### config.mk
export PLATFORM = sky130hd
export DESIGN_NAME = bee_ctrl
export DESIGN_NICKNAME = d
export VERILOG_FILES = /design/src/hw/bee_pkg.sv /design/src/hw/bee_timer.sv /design/src/hw/bee_ctrl.sv
export VERILOG_INCLUDE_DIRS = /design/src /design/src/hw
export SDC_FILE = /design/constraint.sdc
export NUM_CORES = 1
export LEC_CHECK = 0
export BUFFER_PORTS_ARGS = -buffer_cell sky130_fd_sc_hd__buf_2
export CAP_MARGIN = 20
export CORE_UTILIZATION = 30
export CTS_CLUSTER_SIZE = 12
export DETAILED_ROUTE_END_ITERATION = 8
export PLACE_DENSITY = 0.46
export RECOVER_POWER = 25
export SLEW_MARGIN = 20
export SYNTH_ARGS = -nofsm -noshare
export SYNTH_HDL_FRONTEND = slang
export SYNTH_SLANG_ARGS = --single-unit
### constraint.sdc
create_clock -name clk -period 7.4 [get_ports clk]
set_clock_uncertainty 0.1 [all_clocks]
set_input_delay 2.22 -clock clk [delete_from_list [all_inputs] [get_ports clk]]
set_output_delay 2.22 -clock clk [all_outputs]
set_load 0.03 [all_outputs]
### src/hw/bee_regs.svh
// timing constants and pin levels for the byte eeprom programming controller
`ifndef BEE_REGS_SVH
`define BEE_REGS_SVH
`define BEE_CLK_PERIOD_NS   20
`define BEE_ADDR_W          11
`define BEE_DATA_W          8
`define BEE_ERASED_BYTE     8'hFF
// program pulse: least 9 ms, longest 15 ms, aim at 10 ms
`define BEE_PULSE_MIN_NS    9000000
`define BEE_PULSE_MAX_NS    15000000
`define BEE_PULSE_NOM_NS    10000000
// deselect gap before each programming cycle
`define BEE_GAP_NS          1000
// read access time (slowest grade) and output float time
`define BEE_ACCESS_NS       450
`define BEE_FLOAT_NS        100
// set-up of address and select before the program pulse, and hold after it
`define BEE_SETUP_NS        150
`define BEE_HOLD_NS         50
`define BEE_CHIP_ERASE_NS   10000000
`endif

### src/hw/bee_pkg.sv
// types for the byte eeprom programming controller
package bee_pkg;
  typedef enum logic [1:0] {
    BEE_OP_READ  = 2'h0,
    BEE_OP_WRITE = 2'h1,
    BEE_OP_ERASE = 2'h2,
    BEE_OP_CHIP  = 2'h3
  } bee_op_t;

  typedef enum logic [6:0] {
    BEE_IDLE   = 7'h01,
    BEE_GAP    = 7'h02,
    BEE_SETUP  = 7'h04,
    BEE_PULSE  = 7'h08,
    BEE_HOLD   = 7'h10,
    BEE_ACCESS = 7'h20,
    BEE_FLOAT  = 7'h40
  } bee_state_t;
endpackage : bee_pkg

### src/hw/bee_timer.sv
// down counter that times each phase of a pin sequence
`timescale 1ns/100ps
module bee_timer (
  input  wire logic        clk,
  input  wire logic        rst,
  input  wire logic        load,
  input  wire logic [19:0] count,
  output logic             done
);
  logic [19:0] cnt_q;

  // load a cycle count; done is high once it has run out
  always_ff @(posedge clk or posedge rst) begin
    if (rst) begin
      cnt_q <= 20'h00000;
    end else if (load) begin
      cnt_q <= count;
    end else if (cnt_q != 20'h00000) begin
      cnt_q <= cnt_q - 20'h00001;
    end
  end

  // done only looks at the count: the caller raises load from done, so mixing
  // load back in here would close a combinational loop
  assign done = (cnt_q == 20'h00000);
endmodule : bee_timer

### src/hw/bee_ctrl.sv
// controller that reads, erases and writes a 2k byte eeprom through its pins
// Overview of operation
// - read data only with select and gate low
// - chip erase: gate high voltage, write condition
// - erase a byte before writing it
// - byte erase: ones on data, select low, program
// - gate held high during byte erase, write
// - program pulse between 9 and 15 ms
// - write repeats pulse with stored byte
// - select falls to start; gap high between
// - select from decode, gate from read strobe
// - deselect gap is at least 1 us
// - program level only during erase, write
`timescale 1ns/100ps
`include "bee_regs.svh"
module bee_ctrl #(
  parameter int unsigned PULSE_CYCLES = (`BEE_PULSE_NOM_NS) / `BEE_CLK_PERIOD_NS
) (
  input  wire logic                    clk,
  input  wire logic                    rst,
  input  wire logic                    req_valid,
  output logic                         req_ready,
  input  wire bee_pkg::bee_op_t        req_op,
  input  wire logic [`BEE_ADDR_W-1:0]  req_addr,
  input  wire logic [`BEE_DATA_W-1:0]  req_wdata,
  output logic                         rsp_valid,
  output logic [`BEE_DATA_W-1:0]       rsp_rdata,
  output logic [`BEE_ADDR_W-1:0]       mem_addr,
  output logic                         mem_select_n,
  output logic                         mem_gate_n,
  output logic                         mem_gate_hv,
  output logic                         mem_program,
  input  wire logic [`BEE_DATA_W-1:0]  mem_data_in,
  output logic [`BEE_DATA_W-1:0]       mem_data_out,
  output logic                         mem_data_oe
);
  // cycle counts; least times round up, the pulse aim sits inside 9..15 ms
  localparam int unsigned GAP_CYC   = (`BEE_GAP_NS + `BEE_CLK_PERIOD_NS - 1) / `BEE_CLK_PERIOD_NS;
  localparam int unsigned ACC_CYC   = (`BEE_ACCESS_NS + `BEE_CLK_PERIOD_NS - 1)
                                      / `BEE_CLK_PERIOD_NS;
  localparam int unsigned FLT_CYC   = (`BEE_FLOAT_NS + `BEE_CLK_PERIOD_NS - 1) / `BEE_CLK_PERIOD_NS;
  localparam int unsigned SETUP_CYC = (`BEE_SETUP_NS + `BEE_CLK_PERIOD_NS - 1)
                                      / `BEE_CLK_PERIOD_NS;
  localparam int unsigned HOLD_CYC  = (`BEE_HOLD_NS + `BEE_CLK_PERIOD_NS - 1) / `BEE_CLK_PERIOD_NS;

  bee_pkg::bee_state_t        state_q;
  bee_pkg::bee_op_t           op_q;
  logic [`BEE_ADDR_W-1:0]     addr_q;
  logic [`BEE_DATA_W-1:0]     wdata_q;
  logic [`BEE_DATA_W-1:0]     rdata_q;
  logic                       rsp_q;
  logic                       tmr_load;
  logic [19:0]                tmr_count;
  logic                       tmr_done;

  // counts are wider than needed for the gap, fine for a 15 ms pulse
  function automatic logic [19:0] cyc20(input int unsigned n);
    cyc20 = n[19:0] - 20'h00001;
  endfunction : cyc20

  bee_timer u_timer (
    .clk   (clk),
    .rst   (rst),
    .load  (tmr_load),
    .count (tmr_count),
    .done  (tmr_done)
  );

  assign req_ready = (state_q == bee_pkg::BEE_IDLE);

  // timer reloads on every state entry except the return to idle
  always_comb begin
    tmr_load  = 1'b0;
    tmr_count = 20'h00000;
    case (state_q)
      bee_pkg::BEE_IDLE: begin
        if (req_valid) begin
          tmr_load  = 1'b1;
          // programming always starts from a deselect gap so select falls fresh
          tmr_count = (req_op == bee_pkg::BEE_OP_READ) ? cyc20(ACC_CYC) : cyc20(GAP_CYC);
        end
      end
      bee_pkg::BEE_GAP: begin
        if (tmr_done) begin
          tmr_load  = 1'b1;
          tmr_count = cyc20(SETUP_CYC);
        end
      end
      bee_pkg::BEE_SETUP: begin
        if (tmr_done) begin
          tmr_load  = 1'b1;
          tmr_count = cyc20(PULSE_CYCLES);
        end
      end
      bee_pkg::BEE_PULSE: begin
        if (tmr_done) begin
          tmr_load  = 1'b1;
          tmr_count = cyc20(HOLD_CYC);
        end
      end
      bee_pkg::BEE_ACCESS: begin
        if (tmr_done) begin
          tmr_load  = 1'b1;
          tmr_count = cyc20(FLT_CYC);
        end
      end
      default: begin
        tmr_load  = 1'b0;
        tmr_count = 20'h00000;
      end
    endcase
  end

  // sequencer: read is one select+gate window, program ops are gap/setup/pulse/hold
  always_ff @(posedge clk or posedge rst) begin
    if (rst) begin
      state_q <= bee_pkg::BEE_IDLE;
    end else begin
      case (state_q)
        bee_pkg::BEE_IDLE: begin
          if (req_valid) begin
            state_q <= (req_op == bee_pkg::BEE_OP_READ) ? bee_pkg::BEE_ACCESS : bee_pkg::BEE_GAP;
          end
        end
        bee_pkg::BEE_GAP:    if (tmr_done) state_q <= bee_pkg::BEE_SETUP;
        bee_pkg::BEE_SETUP:  if (tmr_done) state_q <= bee_pkg::BEE_PULSE;
        bee_pkg::BEE_PULSE:  if (tmr_done) state_q <= bee_pkg::BEE_HOLD;
        bee_pkg::BEE_HOLD:   if (tmr_done) state_q <= bee_pkg::BEE_IDLE;
        bee_pkg::BEE_ACCESS: if (tmr_done) state_q <= bee_pkg::BEE_FLOAT;
        bee_pkg::BEE_FLOAT:  if (tmr_done) state_q <= bee_pkg::BEE_IDLE;
        default:             state_q <= bee_pkg::BEE_IDLE;
      endcase
    end
  end

  // request capture; erase forces ones on the data bus
  always_ff @(posedge clk or posedge rst) begin
    if (rst) begin
      op_q    <= bee_pkg::BEE_OP_READ;
      addr_q  <= '0;
      wdata_q <= '0;
    end else if (req_valid && req_ready) begin
      op_q    <= req_op;
      addr_q  <= req_addr;
      wdata_q <= (req_op == bee_pkg::BEE_OP_ERASE) ? `BEE_ERASED_BYTE : req_wdata;
    end
  end

  // sample read data at the end of the access window, after the worst access time
  always_ff @(posedge clk or posedge rst) begin
    if (rst) begin
      rdata_q <= '0;
      rsp_q   <= 1'b0;
    end else begin
      rsp_q <= 1'b0;
      if (state_q == bee_pkg::BEE_ACCESS && tmr_done) begin
        rdata_q <= mem_data_in;
        rsp_q   <= 1'b1;
      end else if (state_q == bee_pkg::BEE_HOLD && tmr_done) begin
        rsp_q   <= 1'b1;
      end
    end
  end

  assign rsp_valid = rsp_q;
  assign rsp_rdata = rdata_q;
  assign mem_addr  = addr_q;

  // pin drive; select stays high in idle and gap for standby
  always_comb begin
    mem_select_n = 1'b1;
    mem_gate_n   = 1'b1;
    mem_gate_hv  = 1'b0;
    mem_program  = 1'b0;
    mem_data_oe  = 1'b0;
    case (state_q)
      bee_pkg::BEE_SETUP, bee_pkg::BEE_PULSE, bee_pkg::BEE_HOLD: begin
        mem_select_n = 1'b0;
        // drive data unless chip erase, where the device ignores it
        mem_data_oe  = (op_q != bee_pkg::BEE_OP_CHIP);
        mem_gate_hv  = (op_q == bee_pkg::BEE_OP_CHIP);
        mem_program  = (state_q == bee_pkg::BEE_PULSE);
      end
      bee_pkg::BEE_ACCESS: begin
        mem_select_n = 1'b0;
        mem_gate_n   = 1'b0;
      end
      default: begin
        mem_select_n = 1'b1;
      end
    endcase
  end

  assign mem_data_out = wdata_q;

  // helper: length of the current program pulse in cycles
  logic [19:0] pulse_len_q;
  always_ff @(posedge clk or posedge rst) begin
    if (rst) begin
      pulse_len_q <= 20'h00000;
    end else if (mem_program) begin
      pulse_len_q <= pulse_len_q + 20'h00001;
    end else begin
      pulse_len_q <= 20'h00000;
    end
  end

  // pulse limits scale with the pulse aim, so a shortened pulse keeps the 9:10:15 ratio
  localparam logic [19:0] PULSE_MIN_CYC =
    20'(PULSE_CYCLES * (`BEE_PULSE_MIN_NS / 1000000) / (`BEE_PULSE_NOM_NS / 1000000));
  localparam logic [19:0] PULSE_MAX_CYC =
    20'(PULSE_CYCLES * (`BEE_PULSE_MAX_NS / 1000000) / (`BEE_PULSE_NOM_NS / 1000000));
  localparam logic [7:0]  GAP_MIN_CNT   = 8'(GAP_CYC - 1);

  // helper: cycles spent deselected, saturating so a long idle cannot wrap
  logic [7:0] desel_cnt_q;
  always_ff @(posedge clk or posedge rst) begin
    if (rst) begin
      desel_cnt_q <= 8'h00;
    end else if (!mem_select_n) begin
      desel_cnt_q <= 8'h00;
    end else if (desel_cnt_q != 8'hFF) begin
      desel_cnt_q <= desel_cnt_q + 8'h01;
    end
  end
endmodule : bee_ctrl

==> results of run 1 <==
## placed cells by master, fill, tap and decap left out, types with 3 or more instances in the layout
master	instances
buf_2	65
or3_1	3
nand4b_1	5
clkbuf_8	9
mux2i_1	3
nor3_1	12
mux2_2	9
xor2_1	7
dfrtp_1	56
nand2_1	65
inv_1	8
nor4_1	5
xnor2_1	5
nor2b_1	3
nand2b_1	4
a21oi_1	18
o21ai_0	17
o31ai_1	4
o211ai_1	5
or4_1	5
nand3_1	4
nor2_1	19
## logic make-up (layout without fill, tap and decap cells)
group                    Yosys count  count (layout)  synth area share, %
flip-flops                        57              57                 48.8
AND/OR/NAND/NOR                  144             144                 25.1
AO/OA/AOI/OAI                     63              63                 14.0
XOR/XNOR                          12              12                 3.60
adder cells (fa/ha/maj)            2               2                0.856
multiplexers                      12              12                 4.49
buffers and inverters             22              92                 3.17
## cell type report
cell class	count	area, um^2
clock buffers	10	128
clock inverters	6	67.6
fillers	951	5770
inverters	8	30.0
multi-input cells	233	1390
flip-flops and latches	57	1430
well taps	129	161
repair buffers	68	352
## registers in the layout (all words and copies together) (netlist names)
register,flops
state_q,7
u_timer.cnt_q,20
op_q,2
rsp_valid,1
mem_data_out,8
mem_addr,11
rsp_rdata,8
## where the power goes
part | internal (mW) | switching [mW] | leakage, nW
logic | 0.247 | 0.458 | 0.888
registers | 0.426 | 0.0952 | 0.722
clock network | 0.157 | 0.134 | 0.0929
total | 0.829 | 0.687 | 1.70
## through the flow
| stage | hold slack (ns) | utilization (%) | std cells | setup slack, ns | area [um^2] |
|---|---|---|---|---|---|
| floorplan | 0.368 | - | 312 | 3.32 | 2920 |
| global placement | 0.350 | 36.0 | 494 | 3.29 | 3360 |
| detailed placement | 0.354 | 36.0 | 494 | 3.20 | 3360 |
| CTS | 0.372 | 38.1 | 510 | 2.81 | 3560 |
| global route | 0.402 | 38.2 | 511 | 1.79 | 3560 |
| finish | 0.365 | 38.2 | 511 | 2.44 | 3560 |
## worst max-delay path by stage
stage,from,slack (ns),cells after the start,endpoint
6_report,rst,2.44,3,u_timer.cnt_q[5]
5_1_grt,rst,1.79,3,u_timer.cnt_q[5]
4_1_cts,state_q[1],2.81,6,mem_select_n
3_5_place_dp,state_q[1],3.20,6,mem_select_n
3_3_place_gp,state_q[1],3.29,6,mem_select_n
2_1_floorplan,state_q[1],3.32,6,mem_select_n
## metal layers
| layer | share of wire (%) | global-route usage (%) | wire (um) | vias to the layer above |
|---|---|---|---|---|
| li1 | - | - | - | 1243 |
| met1 | 47 | 21.7 | 3430 | 1195 |
| met2 | 45 | 22.9 | 3310 | 73 |
| met3 | 5.1 | 3.33 | 371 | 13 |
| met4 | 2.8 | 7.80 | 203 | 0 |
| met5 | 0 | 0 | 0 | - |
## worst min-delay path, delay by kind of cell, from the launching register on
family | cells | cell delay (ns)
flops | 1 | 0.34
simple gates | 2 | 0.10
==> qor.yml, run 1 <==
power:
  power_mw: 1.52
  peakVddDrop_mv: 0.160
  power_density_nw_per_um2: 426
  leakagePower_nw: 1.70
setup_path:
  slowest_delay_ns: 2.23
  r2r_setup_slack_ns: 3.98
  path_class: "in -> async"
  cp_data_required_time_ns: 7.04
  worstRegToRegCells: 7
  path_max_fanout: 57
  path_cells: "buf_2, inv_1, clkbuf_1"
  worstPathArrival_ns: 4.60
  endpoint_kind: "async pin"
  r2r_end: "rsp_rdata[1]"
  r2r-start: "u_timer.cnt_q[0]"
  cp_top_family: "buffers and inverters"
  start_kind: "input pin"
  slowest_stage: "clkbuf_1"
  critPathBufInv: 3
outcome:
  violations: "capacitance limit, slew limit"
  status: "complete, but fails checks"
timing:
  final_max_slew_viol_count: 58
  fin_crit_sh_pct: 67.1
  setup_viol: 0
  rsz0062_at_grt: "no"
  relSlewSlack_pct: -111
  period_minus_slack_ns: 4.96
  hold_viol: 0
  fmax_mhz: 201
  finalSetupTns_ns: 0
  worstMarginPinSlew_ns: 3.16
synthesis:
  async_reset_ff_share_pct: 100
  synth_commonest_cells: "65 x nand2_1, 56 x dfrtp_1, 19 x nor2_1"
  ys_seq_area_share_pct: 48.8
  synthDistinctLibCells: 58
  yosysTopAreaCellShare_pct: 47.9
  synth_ff_type: "dfrtp_1"
  syn_area_um2: 2920
  ys_seq_elements: 57
  yosysWarnings: 0
  synth_fp_nets: 346
  yosysMostFrequentCell: "nand2_1"
  syn_inst: 312
  synth_edf_count: 0
  synth_area_leaders: "dfrtp_1 48%, nand2_1 8.3%, mux2_2 3.5%"
  avgSynthCellArea_um2: 9.37
  yosysTopAreaCell: "dfrtp_1"
hold_path:
  min_to: "mem_data_out[7]"
  hold_class: "reg -> reg"
  min-delay-start: "mem_data_out[7]"
  worstHoldPathCells: 2
clock_tree:
  cts-resized-gates: 0
  htree_levels: 3
  cts_tree: "built"
  cts.sinks: 57
  root_buffer: "clkbuf_8"
  cts_setup_buffers: 0
  clk_path_buf_depth: 2
  numCtsBuffers: 9
  cts_hold_buf: 0
  insertion_delay_ns: 0.34
  path_clk_slew_ns: 0.07
floorplanning:
  design.core.area_um2: 9330
  ioPinCount: 66
  die_w_um: 101
  rows: 35
  die_y_um: 101
  start_util_pct: 31.3
  die-area_um2: 10100
cells_and_area:
  final_net_count: 411
  syn2layout_area_growth_pct: 21.8
  drive_above_1_share_pct: 27.2
  insertedDiodeCount: 0
grt:
  grt_max_degree: 58
  gr-usage-all-layers_pct: 15.6
  overflow: 0
  grt_pass1_vias: 2365
  antenna_found_initial: 0
  grt_pass1_wl_mm: 12.0
place:
  hpwl_mm: 4.89
  port_buffers: 65
  gp_congestion: 0.802
routing:
  vias: 2524
  via_per_inst: 4.94
  drt_iter0_markers: 152
  drtAntennaViolNets: 0
  drc: 0
  wire_per_inst_um: 14.3
  drt_pass1_iterations: 5
  routed_wirelength_mm: 7.32
flow_run:
  drv_cap: 1
(Power assumes the default switching activity.)
==> run 2, diff against run 1 <==
--- a/config.mk
+++ b/config.mk
@@ -6,12 +6,13 @@
 export SDC_FILE = /design/constraint.sdc
 export NUM_CORES = 1
 export LEC_CHECK = 0
+export ABC_AREA = 1
 export BUFFER_PORTS_ARGS = -buffer_cell sky130_fd_sc_hd__buf_2
 export CAP_MARGIN = 20
 export CORE_UTILIZATION = 30
 export CTS_CLUSTER_SIZE = 12
 export DETAILED_ROUTE_END_ITERATION = 8
-export PLACE_DENSITY = 0.46
+export PLACE_DENSITY = 0.48
 export RECOVER_POWER = 25
 export SLEW_MARGIN = 20
 export SYNTH_ARGS = -nofsm -noshare
==> constraint.sdc (replaced) <==
create_clock -name clk -period 4.4 [get_ports clk]
set_clock_uncertainty 0.1 [all_clocks]
set_input_delay 1.32 -clock clk [delete_from_list [all_inputs] [get_ports clk]]
set_output_delay 1.32 -clock clk [all_outputs]
set_load 0.03 [all_outputs]
==> run 2 against run 1 <==
  * The flow now finishes without violations
  * First-iteration DRC count shrank 33%
  * Sequential power grew 61%
  * Non-clock buffer count shrank 2
  * Worst setup slack lost 1.5 ns
  * Die area grew 2.3%
  * Critical path depth grew 2
  * Critical endpoint is now mem_gate_n
==> qor.yml, run 2 <==
setup_path:
  slowest_stage: "nor2_1"
  slowest_delay_ns: 0.67  # -1.56 ns
  critPathBufInv: 2  # -1
  path_class: "reg -> out"
  path_common_cell: "nor2_1"
  r2r-start: "state_q[0]"
  cp_data_required_time_ns: 2.98  # -4.06 ns
  path_cells: "nor2_1, nand2_1, nor2_1, inv_1, buf_2"
  start_kind: "flop"
  path_max_fanout: 13  # -77%
  r2r_end: "u_timer.cnt_q[4]"
  endpoint_kind: "output pin"
  worstRegToRegCells: 6  # -1
  r2r_setup_slack_ns: 1.46  # -2.52 ns
  worstPathArrival_ns: 2.07  # -2.53 ns
  cp_top_family: "simple AND/OR/NAND/NOR gates"
clock_tree:
  cts_setup_buffers: 0  # unchanged
  cts-resized-gates: 0  # unchanged
  cts_tree: "built"
  cts.sinks: 57  # unchanged
  path_clk_slew_ns: 0.07  # about the same
  clk_path_buf_depth: 2  # unchanged
  numCtsBuffers: 9  # unchanged
  htree_levels: 3  # unchanged
  cts_hold_buf: 0  # unchanged
  root_buffer: "clkbuf_8"
  insertion_delay_ns: 0.34  # about the same
hold_path:
  hold_class: "reg -> reg"
  min_to: "rsp_rdata[4]"
  min-delay-start: "rsp_rdata[4]"
  worstHoldPathCells: 2  # unchanged
timing:
  setup_viol: 0  # unchanged
  rsz0062_at_grt: "no"
  final.setup.worst_slack_ns: 0.907  # -1.53 ns
  fin_crit_sh_pct: 79.4
  fmax_mhz: 286
  hold_viol: 0  # unchanged
  period_minus_slack_ns: 3.49
  worstMarginPinSlew_ns: 1.35  # -1.81 ns
  finalSetupTns_ns: 0  # unchanged
  final_max_slew_viol_count: 0  # -100%
  relSlewSlack_pct: 9.62  # +120 points
  worst_hold_slack_ns: 0.371  # +0.00578 ns
synthesis:
  ys_seq_elements: 57  # unchanged
  ys_seq_area_share_pct: 47.7  # -1.1 points
  synth_area_leaders: "dfrtp_1 47%, nand2_1 15%, nor2_1 6.8%"
  yosysMostFrequentCell: "nand2_1"
  synth_fp_nets: 425  # +23%
  syn_inst: 391  # +25%
  yosysTopAreaCell: "dfrtp_1"
  async_reset_ff_share_pct: 100  # unchanged
  avgSynthCellArea_um2: 7.65  # -18%
  synth_edf_count: 0  # unchanged
  yosysTopAreaCellShare_pct: 46.8  # -1.1 points
  synth_ff_type: "dfrtp_1"
  synth_commonest_cells: "118 x nand2_1, 56 x dfrtp_1, 54 x nor2_1"
  yosysWarnings: 0  # unchanged
  syn_area_um2: 2990  # +2.4%
  synthDistinctLibCells: 30  # -48%
power:
  power_density_nw_per_um2: 705  # +65%
  peakVddDrop_mv: 0.303  # +89%
  leakagePower_nw: 1.92  # +13%
  power_mw: 2.58  # +70%
cells_and_area:
  layoutNonFillerInstCount: 600  # +17%
  final_net_count: 496  # +21%
  design_area_um2: 3670  # +3.0%
  final_util_pct: 37.7  # -0.48 points
  syn2layout_area_growth_pct: 22.5
  mostFrequentLayoutCells: "119 x nand2_1, 65 x buf_2, 56 x nor2_1, 56 x dfrtp_1, 36 x inv_1"
  largest_register_ffs: 20  # unchanged
  final_common_cell: "nand2_1"
  regMostFlops: "u_timer.cnt_q"
  insertedDiodeCount: 0  # unchanged
  drive_above_1_share_pct: 24.6  # -2.6 points
  fillers: 1053  # +11%
floorplanning:
  start_util_pct: 30.8  # -0.57 points
  die_y_um: 102  # +1.2%
  die_w_um: 102  # +1.2%
  die-area_um2: 10400  # +2.3%
  rows: 36  # +2.9%
  ioPinCount: 66  # unchanged
  design.core.area_um2: 9730  # +4.3%
routing:
  drtAntennaViolNets: 0  # unchanged
  drt_iter0_markers: 102  # -33%
  drt_pass1_iterations: 4  # -1
  via_per_inst: 4.38  # -11%
  wire_per_inst_um: 11.9  # -17%
  routed_wirelength_mm: 7.13  # -2.5%
  drc: 0  # unchanged
  vias: 2626  # +4.0%
flow_run:
  drv_cap: 0  # -1
grt:
  grt_pass1_wl_mm: 11.8  # -1.5%
  gr-usage-all-layers_pct: 14.9  # -0.69 points
  grt_pass1_vias: 2451  # +3.6%
  overflow: 0  # unchanged
  antenna_found_initial: 0  # unchanged
  grt_max_degree: 39  # -33%
outcome:
  status: "finished clean"
place:
  port_buffers: 65  # unchanged
  hpwl_mm: 5.26  # +7.7%
  post-place-cells: 584  # +18%
  pre_cts_slack_ns: 1.50  # -1.71 ns
  gp_congestion: 0.772  # -3.7%
  dpl_cell_area_um2: 3460  # +2.9%
==> run 2: changes by cell type in the layout (fill, tap and decap cells not counted), moves of 6 or more <==
cell,delta
nor2_1,+37
nand3_1,+21
inv_1,+28
mux2_2,-9
nand2_1,+54
inv_2,+6
nor2_2,+10
==> run 2: cell families (layout without fill, tap and decap cells) <==
family / Yosys count / count (layout) / share of synthesized area, %
DFF: 57 / 57 / 47.7
AOI/OAI and AO/OA: 41 / 41 / 7.57
and+or+nand+nor: 231 / 231 / 34.0
adders and majority gates: 2 / 2 / 0.836
buffers and inverters: 49 / 125 / 6.65
xor gates and xnor gates: 11 / 11 / 3.22
==> run 2: how the worst max path moves through the flow <==
stage / start / to / slack [ns] / depth (start not counted)
after floorplan: rst / mem_addr[0] / 1.58 / 1
after global placement: state_q[0] / mem_gate_n / 1.54 / 5
after detailed placement: state_q[0] / mem_gate_n / 1.50 / 5
after CTS: state_q[0] / mem_gate_n / 1.12 / 5
after global routing: state_q[2] / mem_gate_n / 0.66 / 5
final: state_q[2] / mem_gate_n / 0.91 / 5
==> run 2: cell type report <==
class	instances	area, um^2	share of cell area, %
sequential	57	1430	38.9
multi-input combinational	285	1350	36.7
timing repair buffer	66	333	9.08
inverter	43	166	4.54
tap	133	166	4.54
clock buffer	9	124	3.38
clock inverter	7	103	2.80
==> run 2: tightest hold or removal path: stages, from the launching register on <==
cell and delay, ns:
dfrtp_1 0.35, nand2_1 0.05, nand2_1 0.04
==> run 2: metal layers <==
layer	up-vias	track usage, %	wire (um)
met3	11	2.67	213
met4	0	7.03	144
met2	52	21.8	3090
met5	-	0	0
li1	1363	-	-
met1	1200	21.3	3680
==> run 2: report_power, final <==
group | leakage (nW) | switching (mW) | internal, mW | total [mW]
clock | 0.110 | 0.241 | 0.323 | 0.564
sequential | 0.694 | 0.128 | 0.711 | 0.838
combinational | 1.11 | 0.804 | 0.377 | 1.18
total | 1.92 | 1.17 | 1.41 | 2.58
